--- config.mk ---
export PLATFORM = sky130hd
export DESIGN_NAME = sli_io_line_unit
export DESIGN_NICKNAME = d
export VERILOG_FILES = /design/src/sli_pkg.sv /design/src/sli_input_filter.sv /design/src/sli_io_line_unit.sv
export SDC_FILE = /design/constraint.sdc
export NUM_CORES = 2
export LEC_CHECK = 0
export BUFFER_PORTS_ARGS = -buffer_cell sky130_fd_sc_hd__buf_4
export CELL_PAD_IN_SITES_DETAIL_PLACEMENT = 0
export CELL_PAD_IN_SITES_GLOBAL_PLACEMENT = 1
export CORE_ASPECT_RATIO = 0.8
export CORE_MARGIN = 2
export CORE_UTILIZATION = 52
export DETAILED_ROUTE_END_ITERATION = 10
export PLACE_DENSITY_LB_ADDON = 0.3
export SYNTH_ARGS = -nofsm -noshare
export SYNTH_HDL_FRONTEND = slang
export SYNTH_SLANG_ARGS = --single-unit
--- constraint.sdc ---
create_clock -name clk_sys -period 18.25 [get_ports clk_sys]
set_clock_uncertainty 0.15 [all_clocks]
set_input_delay 1.825 -clock clk_sys [delete_from_list [all_inputs] [get_ports clk_sys]]
set_output_delay 1.825 -clock clk_sys [all_outputs]
set_load 0.005 [all_outputs]
--- src/sli_pkg.sv ---
// Purpose: Shared constants and types for the servo I/O line unit.
// Assumes: 250 MHz clk_sys, APB register access, seven I/O lines.
// Notes: Offsets are byte addresses of 32-bit words.
// Notes on behaviour
// - After reset every line is an input until a command changes it.
// - A line configuration command changes one line, optionally output high or low.
// - The immediate configuration command is accepted at any time.
// - A filtered input changes on the Nth servo tick (one per 120 us) that the new level holds through.
// - Lines 1 to 3 may kill the motor on a chosen level and abort moves.
// - Set-output makes the line an output driven high, even from input.
// - Clear-output does the same but drives the line low.
// - Set-output on a line owned by the encoder flags an error instead.
// - Output high releases the open-collector driver; output low turns it on.
// - Encoder counts are sampled each 120 us, scaled, fraction carried forward.
// - Counts beyond +31 or -32 per sample are carried to later samples.
// - Step and direction: count on step rise, up when direction is high.
// - Step up/down: first line pulse adds one, second subtracts one.
// - One index pulse is produced per encoder index occurrence.
// - Line 1 may act as modulo trigger and otherwise stays a normal input.
// - Quadrature counts every edge of both phases, direction from phase lead.
package sli_pkg;
  localparam int NLINES = 7;
  localparam int CLK_PERIOD_NS = 4;
  localparam int SERVO_TIME_NS = 120000;
  localparam int SERVO_TICK_CYC = SERVO_TIME_NS / CLK_PERIOD_NS;
  localparam logic [7:0] ADDR_CMD = 8'h00;
  localparam logic [7:0] ADDR_LINES = 8'h04;
  localparam logic [7:0] ADDR_FILTER = 8'h08;
  localparam logic [7:0] ADDR_KILL = 8'h0C;
  localparam logic [7:0] ADDR_ENC = 8'h10;
  localparam logic [7:0] ADDR_POS = 8'h14;
  localparam logic [7:0] ADDR_STATUS = 8'h18;
  localparam int CMD_LINE_LSB = 0;
  localparam int CMD_LEVEL_BIT = 4;
  localparam int CMD_OP_LSB = 8;
  localparam logic [1:0] OP_CFG_IN = 2'h0;
  localparam logic [1:0] OP_CFG_OUT = 2'h1;
  localparam logic [1:0] OP_SET = 2'h2;
  localparam logic [1:0] OP_CLR = 2'h3;
  localparam int FILT_LINE_LSB = 16;
  localparam int KILL_POL_LSB = 4;
  localparam int MOD_EN_BIT = 8;
  localparam int MOD_POL_BIT = 9;
  localparam int SCALE_LSB = 16;
  localparam int SCALE_FRAC_BITS = 8;
  localparam logic [15:0] SCALE_RST = 16'h0100;
  localparam logic [15:0] FILT_RST = 16'h0000;
  localparam logic signed [15:0] ENC_MAX = 16'sh001F;
  localparam logic signed [15:0] ENC_MIN = -16'sh0020;
  localparam logic [NLINES-1:0] ENC_LINES = 7'h38;
  localparam int ENC_A_LINE = 3;
  localparam int ENC_B_LINE = 4;
  localparam int ENC_IDX_LINE = 5;
  localparam int STAT_KILL_BIT = 0;
  localparam int STAT_ERR_BIT = 1;
  localparam int STAT_MOD_BIT = 2;
  localparam int STAT_KLEV_BIT = 3;
  typedef enum logic [1:0] {
    ENC_OFF, ENC_STEP_DIR, ENC_UP_DOWN, ENC_QUAD
  } sli_enc_mode_e;
  typedef struct packed {
    logic a;
    logic b;
    logic idx;
  } sli_enc_pins_s;

  // Saturate a pending count to what one servo sample may apply.
  function automatic logic signed [15:0] sli_clamp(
    input logic signed [15:0] v);
    if (v > ENC_MAX) begin
      return ENC_MAX;
    end else if (v < ENC_MIN) begin
      return ENC_MIN;
    end
    return v;
  endfunction
endpackage

--- src/sli_input_filter.sv ---
// Purpose: Synchronise and debounce one I/O line.
// Assumes: servo_tick pulses once per servo cycle.
// Notes: A cycle count of zero passes the level after synchronising.
`timescale 1ns/1ps
module sli_input_filter (
  // Clock and reset
  input wire logic clk_sys,
  input wire logic rst_n,
  // Line and timing
  input wire logic raw_in,
  input wire logic servo_tick,
  input wire logic [15:0] filt_cycles,
  // Filtered result
  output logic level
);
  import sli_pkg::*;
  logic sync1_reg, sync2_reg, cand_reg, level_reg;
  logic cand_next, level_next;
  logic [15:0] cnt_reg, cnt_next;

  always_comb begin
    cand_next = cand_reg;
    cnt_next = cnt_reg;
    level_next = level_reg;
    if (sync2_reg == level_reg) begin
      cand_next = sync2_reg;
      cnt_next = 16'h0000;
    end else if (sync2_reg != cand_reg) begin
      cand_next = sync2_reg;
      cnt_next = 16'h0000;
    end else if (filt_cycles == 16'h0000) begin
      level_next = sync2_reg;
    end else if (servo_tick) begin
      if (cnt_reg + 16'h0001 >= filt_cycles) begin
        level_next = sync2_reg;
        cnt_next = 16'h0000;
      end else begin
        cnt_next = cnt_reg + 16'h0001;
      end
    end
  end

  always_ff @(posedge clk_sys) begin
    if (!rst_n) begin
      sync1_reg <= 1'b0;
      sync2_reg <= 1'b0;
      cand_reg <= 1'b0;
      level_reg <= 1'b0;
      cnt_reg <= 16'h0000;
    end else begin
      sync1_reg <= raw_in;
      sync2_reg <= sync1_reg;
      cand_reg <= cand_next;
      level_reg <= level_next;
      cnt_reg <= cnt_next;
    end
  end

  assign level = level_reg;
endmodule // sli_input_filter

--- src/sli_io_line_unit.sv ---
// Purpose: Seven-line servo I/O unit with debounce, kill, encoder counting.
// Assumes: APB master, open-collector pads outside, synchronous rst_n.
// Notes: Encoder uses lines 4, 5 and 6 whenever a format is selected.
//
// Decided for this implementation: register access over APB and the register addresses.
`timescale 1ns/1ps
module sli_io_line_unit #(
  parameter int SERVO_TICK = sli_pkg::SERVO_TICK_CYC
) (
  // Clock and reset
  input wire logic clk_sys,
  input wire logic rst_n,
  // APB slave
  input wire logic [7:0] paddr,
  input wire logic psel,
  input wire logic penable,
  input wire logic pwrite,
  input wire logic [31:0] pwdata,
  output logic [31:0] prdata,
  output logic pready,
  output logic pslverr,
  // I/O pins
  input wire logic [sli_pkg::NLINES-1:0] io_in,
  output logic [sli_pkg::NLINES-1:0] io_out,
  output logic [sli_pkg::NLINES-1:0] io_oe,
  // Motion side
  output logic [sli_pkg::NLINES-1:0] line_level,
  output logic motor_kill,
  output logic move_abort,
  output logic modulo_trigger,
  output logic index_pulse,
  output logic [31:0] enc_position
);
  import sli_pkg::*;

  // Servo cycle timebase.
  logic [31:0] tick_cnt_reg, tick_cnt_next;
  logic servo_tick;

  always_comb begin
    tick_cnt_next = tick_cnt_reg + 32'h00000001;
    servo_tick = 1'b0;
    if (tick_cnt_reg >= 32'(SERVO_TICK - 1)) begin
      tick_cnt_next = 32'h00000000;
      servo_tick = 1'b1;
    end
  end

  always_ff @(posedge clk_sys) begin
    if (!rst_n) begin
      tick_cnt_reg <= 32'h00000000;
    end else begin
      tick_cnt_reg <= tick_cnt_next;
    end
  end

  // Per-line filters.
  logic [15:0] filt_cyc_reg [NLINES];
  logic [15:0] filt_cyc_next [NLINES];

  for (genvar i = 0; i < NLINES; i++) begin : g_filt
    sli_input_filter u_filt (
      .clk_sys(clk_sys),
      .rst_n(rst_n),
      .raw_in(io_in[i]),
      .servo_tick(servo_tick),
      .filt_cycles(filt_cyc_reg[i]),
      .level(line_level[i])
    );
  end

  // Register file and command decode.
  logic [NLINES-1:0] out_mode_reg, out_mode_next;
  logic [NLINES-1:0] out_level_reg, out_level_next;
  logic [2:0] kill_en_reg, kill_en_next, kill_pol_reg, kill_pol_next;
  logic mod_en_reg, mod_en_next, mod_pol_reg, mod_pol_next;
  sli_enc_mode_e enc_mode_reg, enc_mode_next;
  logic [15:0] scale_reg, scale_next;
  logic kill_seen_reg, kill_seen_next, err_reg, err_next;
  logic mod_seen_reg, mod_seen_next;
  logic [31:0] prdata_reg, prdata_next;
  logic wr_en, setup, kill_rise, mod_rise;
  logic [2:0] cmd_line, filt_line;
  logic [1:0] cmd_op;
  logic [NLINES-1:0] hs_mask;

  assign setup = psel && !penable;
  assign wr_en = psel && penable && pwrite;
  assign cmd_line = pwdata[CMD_LINE_LSB +: 3];
  assign cmd_op = pwdata[CMD_OP_LSB +: 2];
  assign filt_line = pwdata[FILT_LINE_LSB +: 3];
  assign hs_mask = (enc_mode_reg == ENC_OFF) ? '0 : ENC_LINES;

  always_comb begin
    out_mode_next = out_mode_reg;
    out_level_next = out_level_reg;
    filt_cyc_next = filt_cyc_reg;
    kill_en_next = kill_en_reg;
    kill_pol_next = kill_pol_reg;
    mod_en_next = mod_en_reg;
    mod_pol_next = mod_pol_reg;
    enc_mode_next = enc_mode_reg;
    scale_next = scale_reg;
    kill_seen_next = kill_seen_reg;
    err_next = err_reg;
    mod_seen_next = mod_seen_reg;
    if (wr_en) begin
      case (paddr)
        ADDR_CMD: begin
          // One line per command, accepted even mid-program.
          if (cmd_line >= 3'(NLINES)) begin
            err_next = 1'b1;
          end else if ((cmd_op == OP_SET || cmd_op == OP_CLR) &&
                       hs_mask[cmd_line]) begin
            err_next = 1'b1;
          end else begin
            case (cmd_op)
              OP_CFG_IN: out_mode_next[cmd_line] = 1'b0;
              OP_CFG_OUT: begin
                out_mode_next[cmd_line] = 1'b1;
                out_level_next[cmd_line] = pwdata[CMD_LEVEL_BIT];
              end
              OP_SET: begin
                out_mode_next[cmd_line] = 1'b1;
                out_level_next[cmd_line] = 1'b1;
              end
              default: begin
                out_mode_next[cmd_line] = 1'b1;
                out_level_next[cmd_line] = 1'b0;
              end
            endcase
          end
        end
        ADDR_FILTER: begin
          if (filt_line < 3'(NLINES)) begin
            filt_cyc_next[filt_line] = pwdata[15:0];
          end
        end
        ADDR_KILL: begin
          kill_en_next = pwdata[2:0];
          kill_pol_next = pwdata[KILL_POL_LSB +: 3];
          mod_en_next = pwdata[MOD_EN_BIT];
          mod_pol_next = pwdata[MOD_POL_BIT];
        end
        ADDR_ENC: begin
          enc_mode_next = sli_enc_mode_e'(pwdata[1:0]);
          scale_next = pwdata[SCALE_LSB +: 16];
        end
        ADDR_STATUS: begin
          if (pwdata[STAT_KILL_BIT]) kill_seen_next = 1'b0;
          if (pwdata[STAT_ERR_BIT]) err_next = 1'b0;
          if (pwdata[STAT_MOD_BIT]) mod_seen_next = 1'b0;
        end
        default: ;
      endcase
    end
    // A new event wins over a clear in the same cycle.
    if (kill_rise) kill_seen_next = 1'b1;
    if (mod_rise) mod_seen_next = 1'b1;
  end

  always_comb begin
    prdata_next = prdata_reg;
    if (setup) begin
      case (paddr)
        ADDR_LINES: prdata_next = {9'h000, out_level_reg, 1'b0,
                                   out_mode_reg, 1'b0, line_level};
        ADDR_KILL: prdata_next = {22'h000000, mod_pol_reg, mod_en_reg,
                                  1'b0, kill_pol_reg, 1'b0, kill_en_reg};
        ADDR_ENC: prdata_next = {scale_reg, 14'h0000, enc_mode_reg};
        ADDR_POS: prdata_next = enc_position;
        ADDR_STATUS: prdata_next = {28'h0000000, motor_kill,
                                    mod_seen_reg, err_reg, kill_seen_reg};
        default: prdata_next = 32'h00000000;
      endcase
    end
  end

  always_ff @(posedge clk_sys) begin
    if (!rst_n) begin
      out_mode_reg <= '0;
      out_level_reg <= '0;
      for (int i = 0; i < NLINES; i++) begin
        filt_cyc_reg[i] <= FILT_RST;
      end
      kill_en_reg <= 3'h0;
      kill_pol_reg <= 3'h0;
      mod_en_reg <= 1'b0;
      mod_pol_reg <= 1'b0;
      enc_mode_reg <= ENC_OFF;
      scale_reg <= SCALE_RST;
      kill_seen_reg <= 1'b0;
      err_reg <= 1'b0;
      mod_seen_reg <= 1'b0;
      prdata_reg <= 32'h00000000;
    end else begin
      out_mode_reg <= out_mode_next;
      out_level_reg <= out_level_next;
      filt_cyc_reg <= filt_cyc_next;
      kill_en_reg <= kill_en_next;
      kill_pol_reg <= kill_pol_next;
      mod_en_reg <= mod_en_next;
      mod_pol_reg <= mod_pol_next;
      enc_mode_reg <= enc_mode_next;
      scale_reg <= scale_next;
      kill_seen_reg <= kill_seen_next;
      err_reg <= err_next;
      mod_seen_reg <= mod_seen_next;
      prdata_reg <= prdata_next;
    end
  end

  // Zero-wait slave: read data is captured in the setup cycle.
  assign pready = 1'b1;
  assign prdata = prdata_reg;
  assign pslverr = psel && penable && !(paddr == ADDR_CMD ||
    paddr == ADDR_LINES || paddr == ADDR_FILTER || paddr == ADDR_KILL ||
    paddr == ADDR_ENC || paddr == ADDR_POS || paddr == ADDR_STATUS);

  // Open-collector pads only ever pull low.
  assign io_out = '0;
  assign io_oe = out_mode_reg & ~out_level_reg;

  // Kill and modulo trigger conditions.
  logic kill_cond, kill_reg, mod_cond, mod_reg;

  // Output-mode lines cannot fire a kill, so a stray output never kills.
  assign kill_cond = |(kill_en_reg & ~out_mode_reg[2:0] &
                       ~(line_level[2:0] ^ kill_pol_reg));
  assign mod_cond = mod_en_reg && !out_mode_reg[0] &&
                    (line_level[0] == mod_pol_reg);
  assign kill_rise = kill_cond && !kill_reg;
  assign mod_rise = mod_cond && !mod_reg;

  always_ff @(posedge clk_sys) begin
    if (!rst_n) begin
      kill_reg <= 1'b0;
      mod_reg <= 1'b0;
      move_abort <= 1'b0;
      modulo_trigger <= 1'b0;
    end else begin
      kill_reg <= kill_cond;
      mod_reg <= mod_cond;
      move_abort <= kill_rise;
      modulo_trigger <= mod_rise;
    end
  end

  assign motor_kill = kill_reg;

  // Encoder pin synchronisers and edge detection.
  sli_enc_pins_s enc_s1_reg, enc_s2_reg, enc_prev_reg;
  logic signed [15:0] step, raw_reg, raw_next, pend_reg, pend_next;
  logic signed [15:0] total, take;
  logic signed [31:0] prod;
  logic [7:0] frac_reg, frac_next;
  logic [31:0] pos_reg, pos_next;

  always_comb begin
    step = 16'sh0000;
    case (enc_mode_reg)
      ENC_STEP_DIR: begin
        if (enc_s2_reg.a && !enc_prev_reg.a) begin
          step = enc_s2_reg.b ? 16'sh0001 : -16'sh0001;
        end
      end
      ENC_UP_DOWN: begin
        if (enc_s2_reg.a && !enc_prev_reg.a) begin
          step = step + 16'sh0001;
        end
        if (enc_s2_reg.b && !enc_prev_reg.b) begin
          step = step - 16'sh0001;
        end
      end
      ENC_QUAD: begin
        if ((enc_s2_reg.a ^ enc_prev_reg.a) ^
            (enc_s2_reg.b ^ enc_prev_reg.b)) begin
          step = (enc_prev_reg.a ^ enc_s2_reg.b) ? 16'sh0001
                                                 : -16'sh0001;
        end
      end
      default: step = 16'sh0000;
    endcase
  end

  always_comb begin
    total = pend_reg + raw_reg;
    take = sli_clamp(total);
    prod = 32'(take) * $signed({16'h0000, scale_reg}) +
           $signed({24'h000000, frac_reg});
    raw_next = raw_reg + step;
    pend_next = pend_reg;
    frac_next = frac_reg;
    pos_next = pos_reg;
    if (servo_tick) begin
      raw_next = step;
      pend_next = total - take;
      frac_next = prod[SCALE_FRAC_BITS-1:0];
      pos_next = pos_reg + 32'(prod >>> SCALE_FRAC_BITS);
    end
  end

  always_ff @(posedge clk_sys) begin
    if (!rst_n) begin
      // Lines idle high through their pull-ups, so no false edge follows reset.
      enc_s1_reg <= '1;
      enc_s2_reg <= '1;
      enc_prev_reg <= '1;
      raw_reg <= 16'sh0000;
      pend_reg <= 16'sh0000;
      frac_reg <= 8'h00;
      pos_reg <= 32'h00000000;
      index_pulse <= 1'b0;
    end else begin
      enc_s1_reg <= '{a: io_in[ENC_A_LINE], b: io_in[ENC_B_LINE],
                      idx: io_in[ENC_IDX_LINE]};
      enc_s2_reg <= enc_s1_reg;
      enc_prev_reg <= enc_s2_reg;
      raw_reg <= raw_next;
      pend_reg <= pend_next;
      frac_reg <= frac_next;
      pos_reg <= pos_next;
      index_pulse <= (enc_mode_reg != ENC_OFF) && enc_s2_reg.idx &&
                     !enc_prev_reg.idx;
    end
  end

  assign enc_position = pos_reg;
endmodule // sli_io_line_unit

==> impl_metrics.csv <==
group,metric,value,unit
critical_path,cp.arrival,12940,ps
floorplanning,fp-row-count,84,
drt,wl_per_cell,18.51,um
critical_path,timing.rr.end,"enc_position[30]",
cells_and_area,drive_gt1_frac,0.06758,
pwr,vdd_ir_drop_max,0.0001198,V
placed_design,gp_congestion,0.9415,
critical_path,crit_required,18570,ps
run,maxCapViolations,0,
sta,fmax,79.22,MHz
sta,final_hold_viol_count,0,
cells_and_area,regArea,0.008909,mm^2
drt,drc,0,
critical_path,rrSetupSlack,5630,ps
pwr,p_total,4.124,mW
critical_path,cp_slowest_cell,"nor2_2",
cells_and_area,multi_input_area,0.02253,mm^2
critical_path,critPathKind,"reg -> reg",
synth,synth_cells,4203,
synth,synth_seq_area_share,0.2600,
floorplanning,io_pins,143,
clocking,cts.sinks,445,
cells_and_area,final_common_cell,"nand2_1",
clocking,cts_tree,"built",
clocking,htree_levels,2,
sta,timing.final.crit_share,0.6917,
sta,rsz0062_at_grt,"false",
sta,relSlewSlack,0.1648,
hold_path,min-delay-start,"enc_prev_reg[0]",
floorplanning,core_area,0.06548,mm^2
clocking,cts-root-buf,"clkbuf_16",
drt,wl,95400,um
critical_path,slowest_delay,730,ps
clocking,cts_hold_buffers,0,
synth,syn_avg_cell_area,8.151,um^2
cells_and_area,area_delta_synth_final,9.853,%
grt,grt_usage,0.2803,
clocking,clock_path_buffers,3,
synth,synth_seq_cells,445,
pwr,p_leak,16.77,nW
critical_path,cp-end-kind,"register",
outcome,status,"completed",
sta,slew_violations,0,
cells_and_area,fillers,6147,
sta,finalSetupViolCount,0,
clocking,clk_latency,600,ps
critical_path,reg2regPathDepth,44,
critical_path,critPathMaxFanout,15,
hold_path,holdPathStages,1,
sta,holdWs,240.5,ps
clocking,clkTransAtPathRegs,60,ps
hold_path,hold_end,"index_pulse",
drt,viasPerCell,5.506,
drt,vias,28370,
critical_path,start_kind,"register",
clocking,postCtsSetupRepairBufs,0,
pwr,p_per_area,109.6,mW/mm^2
sta,tightest_slew,1237,ps
sta,layout_min_cycle_time,12620,ps
clocking,cts_buffers,48,
drt,first_iter_violations,2283,
placed_design,place_ws,5856,ps
hold_path,hp-class,"reg -> reg",
floorplanning,die_h,233.6,um
cells_and_area,nets,4831,
synth,netlist_area,0.03426,mm^2
sta,fin_tns_setup,0,ps
synth,ys_warn_count,0,
grt,first_global_vias,26260,
placed_design,place_area,0.03594,mm^2
grt,grt-ovfl-total,0,
synth,ys_types,87,
synth,synth_edf_count,0,
synth,ys.flop_type,"dfxtp_1",
floorplanning,start_util,0.5232,
critical_path,crit_path_frequent_cell,"fa_1",
floorplanning,die_area,0.06797,mm^2
grt,grt_start_max_net_pins,91,
sta,worst_slack,5627,ps
clocking,cts_resized,0,
cells_and_area,layout_common_cells,"nand2_1 (599), inv_1 (576), dfxtp_1 (445), ha_1 (319), nor2_1 (216)",
critical_path,r2r-start,"raw_reg[0]",
synth,async_flop_share,0,
floorplanning,die_w,291.0,um
drt,detail-route-antenna-nets,0,
placed_design,portBuffers,134,
drt,first_pass_iters,8,
cells_and_area,stdcell_area,0.03763,mm^2
grt,grt_antenna_before_repair,3,
grt,grt_pass1_wl,149700,um
placed_design,hpwl,71900,um
-- cell type report --
type,count,area share
Multi-Input combinational cell,3015,0.5986
Antenna cell,2,0.0001330
Inverter,577,0.05755
Clock inverter,25,0.009475
Timing Repair Buffer,167,0.03348
Sequential cell,445,0.2367
Clock buffer,62,0.03547
Tap cell,860,0.02859
-- critical path, delay by kind of cell (launching register included) --
kind,cells,cell delay (ps)
AO/OA/AOI/OAI,20,5010
XOR/XNOR,3,690
adder cells (fa/ha/maj),10,4370
buffers and inverters,4,190
flip-flops,1,320
AND/OR/NAND/NOR,7,1750
-- where the power goes --
group	leakage, nW	internal [mW]	switching (mW)
Combinational	12.3	0.829	1.13
Sequential	3.61	1.03	0.0810
Clock	0.830	0.620	0.437
-- synth_stat cells (22+ instances only) --
cell / instances / share of area
fa_1: 206 / 0.12
and2_1: 106 / 0.019
inv_1: 576 / 0.063
o31ai_1: 24 / 0.0053
ha_1: 319 / 0.12
xor2_1: 79 / 0.020
nor4_1: 38 / 0.0069
nand2b_1: 60 / 0.011
o21ai_0: 176 / 0.026
clkbuf_1: 154 / 0.017
dfxtp_1: 445 / 0.26
nand2_1: 599 / 0.066
nand3_1: 102 / 0.015
a21oi_1: 151 / 0.022
a21o_1: 88 / 0.019
xnor2_1: 108 / 0.028
a21boi_0: 172 / 0.038
nand4_1: 38 / 0.0069
nor3_1: 59 / 0.0086
nor2_1: 218 / 0.024
nor2b_1: 42 / 0.0077
nand3b_1: 22 / 0.0048
and3_1: 60 / 0.011
a22o_1: 25 / 0.0064
-- layer usage --
layer / track usage / vias up / routed length, um
met5: 0 / - / 23
met3: 0.07812 / 112 / 9167
li1: - / 14050 / -
met1: 0.4309 / 13360 / 47740
met4: 0.06088 / 4 / 1893
met2: 0.3823 / 848 / 36570
-- worst max path at each step --
| stage | from | endpoint | slack (ps) | cells after the start |
|---|---|---|---|---|
| 2_1_floorplan | raw_reg[0] | enc_position[31] | 7280 | 47 |
| 3_5_place_dp | raw_reg[0] | enc_position[30] | 5860 | 44 |
| 4_1_cts | raw_reg[0] | enc_position[30] | 5750 | 44 |
| 3_3_place_gp | raw_reg[0] | enc_position[30] | 6010 | 44 |
| 6_report | raw_reg[0] | enc_position[30] | 5630 | 44 |
| 5_1_grt | raw_reg[0] | enc_position[30] | 4940 | 44 |
-- per-stage QoR --
step,cells,util
after CTS,5151,0.5747
after global placement,5064,0.5489
final,5153,0.5748
after floorplan,4226,-
after global routing,5151,0.5747
after detailed placement,5064,0.5489
-- cells by family after synthesis --
kind of cell | after synthesis | share of synthesized area
mux | 4 | 0.001315
xor+xnor | 189 | 0.04894
flops | 445 | 0.2600
simple gates | 1425 | 0.1985
buf+inv | 766 | 0.08634
other cells | 2 | 0.0002192
compound gates | 847 | 0.1678
fa+ha+maj | 525 | 0.2369
Power figures use the tool's default switching activity.
